$ cat src/etc_pkg.sv
`default_nettype none
package etc_pkg;
  // register addresses on the byte-wide register port
  localparam logic [3:0] ADDR_CONTROL_REG_A = 4'h0;
  localparam logic [3:0] ADDR_CONTROL_REG_B = 4'h1;
  localparam logic [3:0] ADDR_EVENT_CONTROL_REG = 4'h4;
  localparam logic [3:0] ADDR_FLAGS = 4'h6;
  localparam logic [3:0] ADDR_STATUS = 4'h7;
  localparam logic [3:0] ADDR_COUNT_LO = 4'hA;
  localparam logic [3:0] ADDR_COUNT_HI = 4'hB;
  localparam logic [3:0] ADDR_CAPTURE_COMPARE_VALUE_LO = 4'hC;
  localparam logic [3:0] ADDR_CAPTURE_COMPARE_VALUE_HI = 4'hD;

  // field positions
  localparam int CONTROL_REG_A_ENABLE_BIT = 0;
  localparam int CONTROL_REG_A_COUNT_CLOCK_SELECT_LSB = 1;
  localparam int CONTROL_REG_B_MODE_LSB = 0;
  localparam int CONTROL_REG_B_OUTEN_BIT = 4;
  localparam int CONTROL_REG_B_ASYNC_BIT = 6;
  localparam int EVENT_CONTROL_REG_ENABLE_BIT = 0;
  localparam int EVENT_CONTROL_REG_EDGE_BIT = 4;
  localparam int FLAG_CAPTURE_FLAG_BIT = 0;
  localparam int FLAG_OVF_BIT = 1;
  localparam int STATUS_RUN_BIT = 0;

  // values after reset, and the count maximum
  localparam logic [7:0] CONTROL_REG_A_RST = 8'h00;
  localparam logic [7:0] CONTROL_REG_B_RST = 8'h00;
  localparam logic [7:0] EVENT_CONTROL_REG_RST = 8'h00;
  localparam logic [15:0] COUNT_BOTTOM = 16'h0000;
  localparam logic [15:0] COUNT_MAX = 16'hFFFF;
  localparam logic [15:0] CAPTURE_COMPARE_VALUE_RST = 16'h0000;

  // timer modes
  localparam logic [2:0] MODE_PERIODIC = 3'h0;
  localparam logic [2:0] MODE_TIMEOUT = 3'h1;
  localparam logic [2:0] MODE_CAPTURE_FLAG_EVENT = 3'h2;
  localparam logic [2:0] MODE_CAPTURE_FLAG_FREQ = 3'h3;
  localparam logic [2:0] MODE_CAPTURE_FLAG_PW = 3'h4;
  localparam logic [2:0] MODE_CAPTURE_FLAG_FPW = 3'h5;
  localparam logic [2:0] MODE_SINGLE = 3'h6;

  // count clock sources
  localparam logic [1:0] CLK_PER_DIV1 = 2'h0;
  localparam logic [1:0] CLK_PER_DIV2 = 2'h1;
  localparam logic [1:0] CLK_ALT_TICK = 2'h2;
  localparam logic [1:0] CLK_EVENT = 2'h3;

  typedef struct packed {
    logic capture_flag;
    logic ovf;
  } etc_evt_s;

  typedef struct packed {
    logic enable;
    logic [1:0] clk_sel;
    logic [2:0] mode;
    logic out_en;
    logic async_en;
    logic ev_en;
    logic edge_sel;
  } etc_cfg_s;

  typedef enum logic [3:0] {
    FPW_IDLE = 4'b0001,
    FPW_HIGH = 4'b0010,
    FPW_LOW = 4'b0100,
    FPW_DONE = 4'b1000
  } etc_fpw_e;
endpackage
`default_nettype wire

$ cat src/etc_timer_b_unit.sv
`default_nettype none
// What this block does
// counter bottom is 0x0000 and its maximum is 0xFFFF
// after reset the mode field selects periodic interrupt operation
// output enable bit drives the waveform onto the pin, overriding port data
// enable bit starts counting on ticks from the selected count clock
// periodic: count to compare, flag and event capture, restart from zero
// compare below count: run to maximum, flag overflow, wrap to zero
// event source holds each event pulse longer than one clock
// time-out: start on one edge, freeze on the next, capture at top
// frozen time-out: register reads and run bit writes have no side effect
// capture on event: free running, copy count to compare on each selected edge
// capture modes: reading compare low byte clears capture flag
// capture modes: overflow flag and event whenever count reaches maximum
// software writes zero to count when entering capture on event
// frequency mode: on edge capture count and restart counting
// pulse width: restart on rise, capture on fall, polarity switches itself
// pulse width edges are at least two clocks apart
// combined: start rise, capture fall, stop next rise, zero at following rise
// combined: software reads count before compare, compare read rearms
// single shot: output low when stopped, event runs zero to compare high
// after a pulse stay low one count tick ignoring events; restart two clocks
// single shot: edge bit one triggers on either edge, zero rising only
// single shot starts on enable or edge change; async sets output at once
module etc_timer_b_unit (
  input wire logic clock,
  input wire logic reset_n,
  input wire logic [3:0] bus_addr,
  input wire logic [7:0] bus_wdata,
  input wire logic bus_wr,
  input wire logic bus_rd,
  output logic [7:0] bus_rdata,
  input wire logic event_in,
  input wire logic alt_tick,
  output logic waveform_out,
  output logic waveform_oe,
  output etc_pkg::etc_evt_s timer_events
);

  logic [7:0] control_reg_a_ff;
  logic [7:0] control_reg_b_ff;
  logic [7:0] event_control_reg_ff;
  logic [15:0] count_value_ff;
  logic [15:0] capture_compare_value_ff;
  logic [7:0] temp_ff;
  logic capture_flag_ff;
  logic overflow_flag_ff;
  logic run_ff;
  logic pend_ff;
  logic guard_ff;
  logic div2_ff;
  logic ev_s1_ff;
  logic ev_s2_ff;
  logic ev_d_ff;
  logic enable_d_ff;
  logic edge_d_ff;
  logic [7:0] rdata_ff;
  logic wave_ff;
  logic oe_ff;
  etc_pkg::etc_evt_s events_ff;
  etc_pkg::etc_fpw_e fpw_ff;

  logic [15:0] nxt_cnt;
  logic [15:0] nxt_capture_compare_value;
  logic nxt_run;
  logic nxt_pend;
  logic nxt_guard;
  logic nxt_wave;
  logic set_capture_flag;
  logic set_ovf;
  etc_pkg::etc_fpw_e nxt_fpw;

  etc_pkg::etc_cfg_s cfg;
  assign cfg.enable = control_reg_a_ff[etc_pkg::CONTROL_REG_A_ENABLE_BIT];
  assign cfg.clk_sel = control_reg_a_ff[etc_pkg::CONTROL_REG_A_COUNT_CLOCK_SELECT_LSB +: 2];
  assign cfg.mode = control_reg_b_ff[etc_pkg::CONTROL_REG_B_MODE_LSB +: 3];
  assign cfg.out_en = control_reg_b_ff[etc_pkg::CONTROL_REG_B_OUTEN_BIT];
  assign cfg.async_en = control_reg_b_ff[etc_pkg::CONTROL_REG_B_ASYNC_BIT];
  assign cfg.ev_en = event_control_reg_ff[etc_pkg::EVENT_CONTROL_REG_ENABLE_BIT];
  assign cfg.edge_sel = event_control_reg_ff[etc_pkg::EVENT_CONTROL_REG_EDGE_BIT];

  // event edges; edge detect only sees the second sync stage
  wire ev_rise = cfg.ev_en & ev_s2_ff & ~ev_d_ff;
  wire ev_fall = cfg.ev_en & ~ev_s2_ff & ev_d_ff;
  wire act_edge = cfg.edge_sel ? ev_fall : ev_rise;
  wire inv_edge = cfg.edge_sel ? ev_rise : ev_fall;
  wire ss_trig = cfg.edge_sel ? (ev_rise | ev_fall) : ev_rise;

  // count clock selection
  wire tick = (cfg.clk_sel == etc_pkg::CLK_PER_DIV1) ? 1'b1 :
              (cfg.clk_sel == etc_pkg::CLK_PER_DIV2) ? div2_ff :
              (cfg.clk_sel == etc_pkg::CLK_ALT_TICK) ? alt_tick : (ev_rise | ev_fall);
  wire count_en = cfg.enable & tick;

  wire [15:0] cnt_inc = count_value_ff + 16'h0001;
  wire at_top = (count_value_ff == capture_compare_value_ff);
  wire at_max = (count_value_ff == etc_pkg::COUNT_MAX);

  // wrap stepping shared by periodic and time-out; top wins over max
  wire [15:0] wrap_cnt = (at_top | at_max) ? etc_pkg::COUNT_BOTTOM : cnt_inc;
  wire wrap_capture_flag = at_top;
  wire wrap_ovf = at_max & ~at_top;

  // free running stepping of the capture modes
  wire [15:0] free_cnt = at_max ? etc_pkg::COUNT_BOTTOM : cnt_inc;

  wire capture_flag_mode = (cfg.mode == etc_pkg::MODE_CAPTURE_FLAG_EVENT) |
                   (cfg.mode == etc_pkg::MODE_CAPTURE_FLAG_FREQ) |
                   (cfg.mode == etc_pkg::MODE_CAPTURE_FLAG_PW) |
                   (cfg.mode == etc_pkg::MODE_CAPTURE_FLAG_FPW);
  wire frozen = (cfg.mode == etc_pkg::MODE_TIMEOUT) & ~run_ff;

  // register port decode
  wire wr_control_reg_a = bus_wr & (bus_addr == etc_pkg::ADDR_CONTROL_REG_A);
  wire wr_control_reg_b = bus_wr & (bus_addr == etc_pkg::ADDR_CONTROL_REG_B);
  wire wr_event_control_reg = bus_wr & (bus_addr == etc_pkg::ADDR_EVENT_CONTROL_REG);
  wire wr_flags = bus_wr & (bus_addr == etc_pkg::ADDR_FLAGS);
  wire wr_cnt_lo = bus_wr & (bus_addr == etc_pkg::ADDR_COUNT_LO);
  wire wr_cnt_hi = bus_wr & (bus_addr == etc_pkg::ADDR_COUNT_HI);
  wire wr_capture_compare_value_lo = bus_wr & (bus_addr == etc_pkg::ADDR_CAPTURE_COMPARE_VALUE_LO);
  wire wr_capture_compare_value_hi = bus_wr & (bus_addr == etc_pkg::ADDR_CAPTURE_COMPARE_VALUE_HI);
  // reads in the frozen time-out state leave the temp byte alone
  wire rd_cnt_lo = bus_rd & (bus_addr == etc_pkg::ADDR_COUNT_LO) & ~frozen;
  wire rd_capture_compare_value_lo = bus_rd & (bus_addr == etc_pkg::ADDR_CAPTURE_COMPARE_VALUE_LO) & ~frozen;
  wire clr_capture_flag = (rd_capture_compare_value_lo & capture_flag_mode) |
                  (wr_flags & bus_wdata[etc_pkg::FLAG_CAPTURE_FLAG_BIT]);
  wire clr_ovf = wr_flags & bus_wdata[etc_pkg::FLAG_OVF_BIT];

  wire run_view = run_ff | pend_ff |
                  (cfg.enable & (cfg.mode != etc_pkg::MODE_TIMEOUT) &
                   (cfg.mode != etc_pkg::MODE_SINGLE) &
                   (cfg.mode != etc_pkg::MODE_CAPTURE_FLAG_FPW));
  // status writes are always dropped, so the run bit cannot be forced
  wire [7:0] status_rd = {7'h00, run_view};
  wire [7:0] flags_rd = {6'h00, overflow_flag_ff, capture_flag_ff};

  wire [7:0] rd_mux =
    (bus_addr == etc_pkg::ADDR_CONTROL_REG_A) ? control_reg_a_ff :
    (bus_addr == etc_pkg::ADDR_CONTROL_REG_B) ? control_reg_b_ff :
    (bus_addr == etc_pkg::ADDR_EVENT_CONTROL_REG) ? event_control_reg_ff :
    (bus_addr == etc_pkg::ADDR_FLAGS) ? flags_rd :
    (bus_addr == etc_pkg::ADDR_STATUS) ? status_rd :
    (bus_addr == etc_pkg::ADDR_COUNT_LO) ? count_value_ff[7:0] :
    (bus_addr == etc_pkg::ADDR_CAPTURE_COMPARE_VALUE_LO) ? capture_compare_value_ff[7:0] :
    ((bus_addr == etc_pkg::ADDR_COUNT_HI) | (bus_addr == etc_pkg::ADDR_CAPTURE_COMPARE_VALUE_HI)) ?
      temp_ff : 8'h00;

  wire en_rise = cfg.enable & ~enable_d_ff;
  wire edge_chg = cfg.enable & (cfg.edge_sel != edge_d_ff);

  always_comb begin
    nxt_cnt = count_value_ff;
    nxt_capture_compare_value = capture_compare_value_ff;
    nxt_run = run_ff;
    nxt_pend = 1'b0;
    nxt_guard = guard_ff;
    nxt_fpw = fpw_ff;
    nxt_wave = 1'b0;
    set_capture_flag = 1'b0;
    set_ovf = 1'b0;
    case (cfg.mode)
      etc_pkg::MODE_PERIODIC: begin
        nxt_run = 1'b0;
        if (count_en) begin
          nxt_cnt = wrap_cnt;
          set_capture_flag = wrap_capture_flag;
          set_ovf = wrap_ovf;
        end
      end
      etc_pkg::MODE_TIMEOUT: begin
        if (run_ff & count_en) begin
          nxt_cnt = wrap_cnt;
          set_capture_flag = wrap_capture_flag;
          set_ovf = wrap_ovf;
        end
        if (act_edge & cfg.enable) begin
          nxt_run = 1'b1;
          nxt_cnt = etc_pkg::COUNT_BOTTOM;
        end else if (inv_edge & run_ff) begin
          nxt_run = 1'b0;
        end
      end
      etc_pkg::MODE_CAPTURE_FLAG_EVENT: begin
        nxt_run = 1'b0;
        if (count_en) begin
          nxt_cnt = free_cnt;
          set_ovf = at_max;
        end
        if (act_edge & cfg.enable) begin
          nxt_capture_compare_value = count_value_ff;
          set_capture_flag = 1'b1;
        end
      end
      etc_pkg::MODE_CAPTURE_FLAG_FREQ: begin
        nxt_run = 1'b0;
        if (count_en) begin
          nxt_cnt = free_cnt;
          set_ovf = at_max;
        end
        if (act_edge & cfg.enable) begin
          nxt_capture_compare_value = count_value_ff;
          nxt_cnt = etc_pkg::COUNT_BOTTOM;
          set_capture_flag = 1'b1;
        end
      end
      etc_pkg::MODE_CAPTURE_FLAG_PW: begin
        nxt_run = 1'b0;
        if (count_en) begin
          nxt_cnt = free_cnt;
          set_ovf = at_max;
        end
        if (ev_rise & cfg.enable) begin
          nxt_cnt = etc_pkg::COUNT_BOTTOM;
        end else if (ev_fall & cfg.enable) begin
          nxt_capture_compare_value = count_value_ff;
          set_capture_flag = 1'b1;
        end
      end
      etc_pkg::MODE_CAPTURE_FLAG_FPW: begin
        if (run_ff & count_en) begin
          nxt_cnt = free_cnt;
          set_ovf = at_max;
        end
        case (fpw_ff)
          etc_pkg::FPW_IDLE: begin
            if (ev_rise & cfg.enable) begin
              nxt_cnt = etc_pkg::COUNT_BOTTOM;
              nxt_run = 1'b1;
              nxt_fpw = etc_pkg::FPW_HIGH;
            end
          end
          etc_pkg::FPW_HIGH: begin
            if (ev_fall) begin
              nxt_capture_compare_value = count_value_ff;
              nxt_fpw = etc_pkg::FPW_LOW;
            end
          end
          etc_pkg::FPW_LOW: begin
            if (ev_rise) begin
              nxt_run = 1'b0;
              set_capture_flag = 1'b1;
              nxt_fpw = etc_pkg::FPW_DONE;
            end
          end
          etc_pkg::FPW_DONE: begin
            // held until the compare low byte read rearms the sequence
            if (rd_capture_compare_value_lo) begin
              nxt_fpw = etc_pkg::FPW_IDLE;
            end
          end
          default: nxt_fpw = etc_pkg::FPW_IDLE;
        endcase
      end
      etc_pkg::MODE_SINGLE: begin
        if (run_ff & count_en) begin
          if (at_top) begin
            nxt_run = 1'b0;
            nxt_guard = 1'b1;
            set_capture_flag = 1'b1;
          end else begin
            nxt_cnt = free_cnt;
            set_ovf = at_max;
          end
        end else if (guard_ff & tick) begin
          nxt_guard = 1'b0;
        end
        if (pend_ff) begin
          nxt_cnt = etc_pkg::COUNT_BOTTOM;
          nxt_run = 1'b1;
        end else if ((en_rise | edge_chg) & ~run_ff & ~at_top) begin
          // software parks the count at top to keep enable from starting a shot
          nxt_run = 1'b1;
        end
        // busy or guard time drops the trigger
        nxt_pend = cfg.enable & ss_trig & ~run_ff & ~pend_ff & ~guard_ff;
        nxt_wave = nxt_run | (cfg.async_en & nxt_pend);
      end
      default: begin
        nxt_run = 1'b0;
      end
    endcase
    if (!cfg.enable) begin
      nxt_run = 1'b0;
      nxt_wave = 1'b0;
    end
    if (wr_cnt_hi) begin
      nxt_cnt = {bus_wdata, temp_ff};
    end
    if (wr_capture_compare_value_hi & ~set_capture_flag) begin
      nxt_capture_compare_value = {bus_wdata, temp_ff};
    end
  end

  always_ff @(posedge clock or negedge reset_n) begin
    if (!reset_n) begin
      ev_s1_ff <= 1'b0;
      ev_s2_ff <= 1'b0;
      ev_d_ff <= 1'b0;
      div2_ff <= 1'b0;
    end else begin
      ev_s1_ff <= event_in;
      ev_s2_ff <= ev_s1_ff;
      ev_d_ff <= ev_s2_ff;
      div2_ff <= ~div2_ff;
    end
  end

  always_ff @(posedge clock or negedge reset_n) begin
    if (!reset_n) begin
      control_reg_a_ff <= etc_pkg::CONTROL_REG_A_RST;
      control_reg_b_ff <= etc_pkg::CONTROL_REG_B_RST;
      event_control_reg_ff <= etc_pkg::EVENT_CONTROL_REG_RST;
      temp_ff <= 8'h00;
    end else begin
      if (wr_control_reg_a) control_reg_a_ff <= bus_wdata;
      if (wr_control_reg_b) control_reg_b_ff <= bus_wdata;
      if (wr_event_control_reg) event_control_reg_ff <= bus_wdata;
      if (wr_cnt_lo | wr_capture_compare_value_lo) begin
        temp_ff <= bus_wdata;
      end else if (rd_cnt_lo) begin
        temp_ff <= count_value_ff[15:8];
      end else if (rd_capture_compare_value_lo) begin
        temp_ff <= capture_compare_value_ff[15:8];
      end
    end
  end

  always_ff @(posedge clock or negedge reset_n) begin
    if (!reset_n) begin
      count_value_ff <= etc_pkg::COUNT_BOTTOM;
      capture_compare_value_ff <= etc_pkg::CAPTURE_COMPARE_VALUE_RST;
      run_ff <= 1'b0;
      pend_ff <= 1'b0;
      guard_ff <= 1'b0;
      fpw_ff <= etc_pkg::FPW_IDLE;
      enable_d_ff <= 1'b0;
      edge_d_ff <= 1'b0;
    end else begin
      count_value_ff <= nxt_cnt;
      capture_compare_value_ff <= nxt_capture_compare_value;
      run_ff <= nxt_run;
      pend_ff <= nxt_pend;
      guard_ff <= nxt_guard;
      fpw_ff <= capture_flag_mode ? nxt_fpw : etc_pkg::FPW_IDLE;
      enable_d_ff <= cfg.enable;
      edge_d_ff <= cfg.edge_sel;
    end
  end

  // set wins over a clear in the same cycle
  always_ff @(posedge clock or negedge reset_n) begin
    if (!reset_n) begin
      capture_flag_ff <= 1'b0;
      overflow_flag_ff <= 1'b0;
    end else begin
      capture_flag_ff <= set_capture_flag | (capture_flag_ff & ~clr_capture_flag);
      overflow_flag_ff <= set_ovf | (overflow_flag_ff & ~clr_ovf);
    end
  end

  always_ff @(posedge clock or negedge reset_n) begin
    if (!reset_n) begin
      rdata_ff <= 8'h00;
      wave_ff <= 1'b0;
      oe_ff <= 1'b0;
      events_ff <= '0;
    end else begin
      rdata_ff <= bus_rd ? rd_mux : 8'h00;
      wave_ff <= nxt_wave;
      oe_ff <= cfg.out_en;
      events_ff.capture_flag <= set_capture_flag;
      events_ff.ovf <= set_ovf;
    end
  end

  assign bus_rdata = rdata_ff;
  assign waveform_out = wave_ff;
  assign waveform_oe = oe_ff;
  assign timer_events = events_ff;

endmodule
`default_nettype wire

$ cat config.mk
export PLATFORM = sky130hd
export DESIGN_NAME = etc_timer_b_unit
export DESIGN_NICKNAME = d
export VERILOG_FILES = /design/src/etc_pkg.sv /design/src/etc_timer_b_unit.sv
export SDC_FILE = /design/constraint.sdc
export NUM_CORES = 1
export LEC_CHECK = 0
export BUFFER_PORTS_ARGS = -buffer_cell sky130_fd_sc_hd__buf_2
export CORE_MARGIN = 5
export CORE_UTILIZATION = 60
export DETAILED_ROUTE_END_ITERATION = 16
export HOLD_SLACK_MARGIN = 0.1
export PLACE_DENSITY_LB_ADDON = 0.1
export RECOVER_POWER = 25
export SLEW_MARGIN = 10
export SYNTH_ARGS = -nofsm -noshare
export SYNTH_HDL_FRONTEND = slang
export SYNTH_SLANG_ARGS = --single-unit
$ cat constraint.sdc
create_clock -name clock -period 2.75 [get_ports clock]
set_input_delay 0.6875 -clock clock [delete_from_list [all_inputs] [get_ports clock]]
set_output_delay 0.6875 -clock clock [all_outputs]
set_load 0.005 [all_outputs]
==> results.py <==
metrics = {
    "critical_path": {
        "critical_path.max_stage_delay_ps": 460,
        "required_ps": 3010,
        "worstPathCellList": "or3b_1 > a211o_2 > a221o_1 > a221oi_1 > buf_4 > nor3_1 > o21ai_0 > a211oi_1",
        "critical_path_class": "reg -> reg",
        "worst-path-buf-inv": 1,
        "slowest_stage": "dfrtp_1",
        "path_delay_family": "compound AO/OA/AOI/OAI gates",
        "start_kind": "register",
        "cp.arrival_ps": 2840,
        "crit_path_max_fanout": 9,
        "critPathCaptureType": "register",
    },
    "clock_tree": {
        "clkSinkCount": 91,
        "cts_htree_levels": 3,
        "cts.clk_slew.worst_paths_ps": 100,
        "ctsHoldBuffers": 0,
        "cts_tree": "built",
        "root_buffer": "clkbuf_8",
        "cts_max_path_buffers": 2,
        "numCtsBuffers": 9,
        "clock_latency_ps": 370,
    },
    "die": {
        "rows": 36,
        "dieArea_mm2": 0.0120,
        "core_area_mm2": 0.00968,
        "die_h_um": 109,
        "ioPinCount": 30,
        "dieWidth_um": 109,
        "start_util": 0.611,
    },
    "synth": {
        "syn_area_mm2": 0.00592,
        "synth_top_cell_area_share": 0.380,
        "synth_top_area_cell": "dfrtp_1",
        "synth_cell_type_count": 82,
        "synth_top_family_by_area": "compound AO/OA/AOI/OAI gates",
        "seq_area_frac_synth": 0.385,
        "synth_mux_area_frac": 0.121,
        "synthTopCellsByArea": "dfrtp_1 (38%), mux2_2 (8.6%), a21oi_1 (3.4%)",
        "async_flop_share": 1.00,
        "yosys.area_share.simple": 0.174,
        "synth_edf_count": 0,
        "ys_warn_count": 0,
        "ys_ff_latch": 91,
        "synthCells": 631,
        "avgSynthCellArea_um2": 9.38,
        "synth_fa_ha_area_frac": 0.00211,
        "synth_top_flop_cell": "dfrtp_1",
        "synth_compound_area_frac": 0.237,
        "synth_xor_area_frac": 0.0355,
        "syn-num-nets": 650,
    },
    "global_route": {
        "grt_max_degree": 70,
        "gr-usage-all-layers": 0.320,
        "antenna_found_initial": 0,
        "grt_first_pass_wirelength_um": 29000,
        "globalRouteOverflowTotal": 0,
        "first_global_vias": 5300,
    },
    "layout": {
        "drive_above_1_share": 0.258,
        "area_growth_pct": 12.9,
        "fillers": 798,
        "antenna_cells": 0,
        "design_area_mm2": 0.00668,
        "nNetsFinal": 704,
    },
    "place": {
        "place.gp.congestion": 1.03,
        "io_buffers": 29,
        "dp_hpwl_um": 13700,
        "place_area_mm2": 0.00647,
    },
    "route": {
        "drt_iter0_drc": 503,
        "first_pass_iters": 5,
        "drc": 0,
        "final_antenna_net_count": 0,
        "via_count": 5416,
        "finalWirelength_um": 18100,
        "via_per_inst": 6.58,
        "wl_per_cell_um": 22.0,
    },
    "sta": {
        "holdWs_ps": 358,
        "fin_tns_setup_ps": 0,
        "fmax_mhz": 387,
        "setup_viol": 0,
        "slew_violations": 0,
        "min_period_over_period": 0.940,
        "tightest_slew_ps": 1490,
        "rsz0062_at_grt": "no",
        "fin_crit_ps": 2590,
        "worst_clock_skew_ps": 14.2,
        "slew_headroom": 0.00497,
        "final-hold-violation-count": 0,
    },
    "min_path": {
        "holdCritPathClass": "reg -> reg",
    },
    "run_status": {
        "violations": "max-capacitance violations",
        "status": "finished, violations left",
    },
    "power": {
        "leakagePower_nw": 2.93,
        "power_density_mw_per_mm2": 850,
        "peakVddDrop_mv": 0.457,
        "totalPowerFinal_mw": 5.68,
    },
    "job": {
        "drv_cap": 1,
    },
}
==> cells in the mapped netlist, drive strengths merged (8+ instances only) <==
cell / number
o22ai: 10
nand2b: 8
a21boi: 12
clkbuf: 21
nor2: 39
a21oi: 40
mux2i: 8
nor3: 11
mux2: 54
o21ai: 37
dfrtp: 90
xor2: 19
nor4: 8
nand3: 22
inv: 13
nand2: 48
a22oi: 16
a31oi: 12
and2: 11
a21o: 12
buf: 21
==> sequential cells by signal, indices dropped and copies added (netlist names), 2 cells and up <==
name and count:
capture_compare_value_ff 16, count_value_ff 16, bus_rdata 8, control_reg_a_ff 8
control_reg_b_ff 8, event_control_reg_ff 8, temp_ff 8, fpw_ff 4
timer_events 2
==> logic make-up (layout without fill, tap and decap cells) <==
group | after synthesis | after routing
simple gates | 196 | 196
mux | 62 | 62
compound gates | 202 | 202
buf+inv | 55 | 114
fa+ha+maj | 1 | 1
xor+xnor | 24 | 24
flops | 91 | 91
==> layout make-up <==
type	instances	area, um^2	share of cell area
flip-flops and latches	91	2280	0.341
repair buffers	85	598	0.0895
well taps	133	166	0.0249
inverters	13	48.8	0.00730
clock buffers	10	128	0.0191
multi-input cells	485	3420	0.511
clock inverters	6	46.3	0.00693
==> through the flow <==
| step | setup slack, ps | utilization | instances |
|---|---|---|---|
| 2_1_floorplan | 224 | - | 631 |
| 3_3_place_gp | 89.1 | 0.668 | 806 |
| 3_5_place_dp | 88.5 | 0.668 | 806 |
| 4_1_cts | 64.9 | 0.686 | 822 |
| 5_1_grt | 2.11 | 0.690 | 823 |
| 6_report | 164 | 0.690 | 823 |
==> where the power goes <==
part	total (mW)	switching [mW]	internal, mW
Sequential	2.25	0.525	1.73
Combinational	2.57	1.33	1.24
Clock	0.863	0.524	0.339
Total	5.68	2.38	3.31
==> cell usage in the layout, fill, tap and decap left out, types with 10 or more instances in the layout <==
cell type and instances:
a21oi_1 40, nand3_1 21, and2_1 10, mux2_2 45
a22oi_1 16, dfrtp_1 90, nor2_1 36, a21o_1 11
o21ai_0 36, a21boi_0 11, buf_2 28, nor3_1 11
buf_4 52, xor2_1 19, a31oi_1 11, inv_1 13
nand2_1 47
==> path summary, 6_finish.rpt <==
path | from | end | slack [ps] | cells past startpoint
hold / removal | ev_s1_ff | ev_s2_ff | 360 | 0
max in group asynchronous | reset_n | temp_ff[2] | 1040 | 2
min in group asynchronous | reset_n | ev_s1_ff | 660 | 1
setup / recovery | ev_s2_ff | count_value_ff[13] | 160 | 8
hold reg to reg | ev_s1_ff | ev_s2_ff | 360 | 0
setup reg to reg | ev_s2_ff | count_value_ff[13] | 160 | 8
==> layer usage <==
metal  track usage  share of wire
met1         0.464           0.42
met2         0.491           0.45
met3        0.0423          0.088
met4         0.120          0.037
met5             0              0
==> repair_timing <==
action,4_1_cts,5_1_grt
setup buffers,0,1
endpoints found under the hold margin,0,0
endpoints found under the setup margin,0,13
gates resized for setup,0,8
No activity file was read; power rests on OpenSTA's default activity.
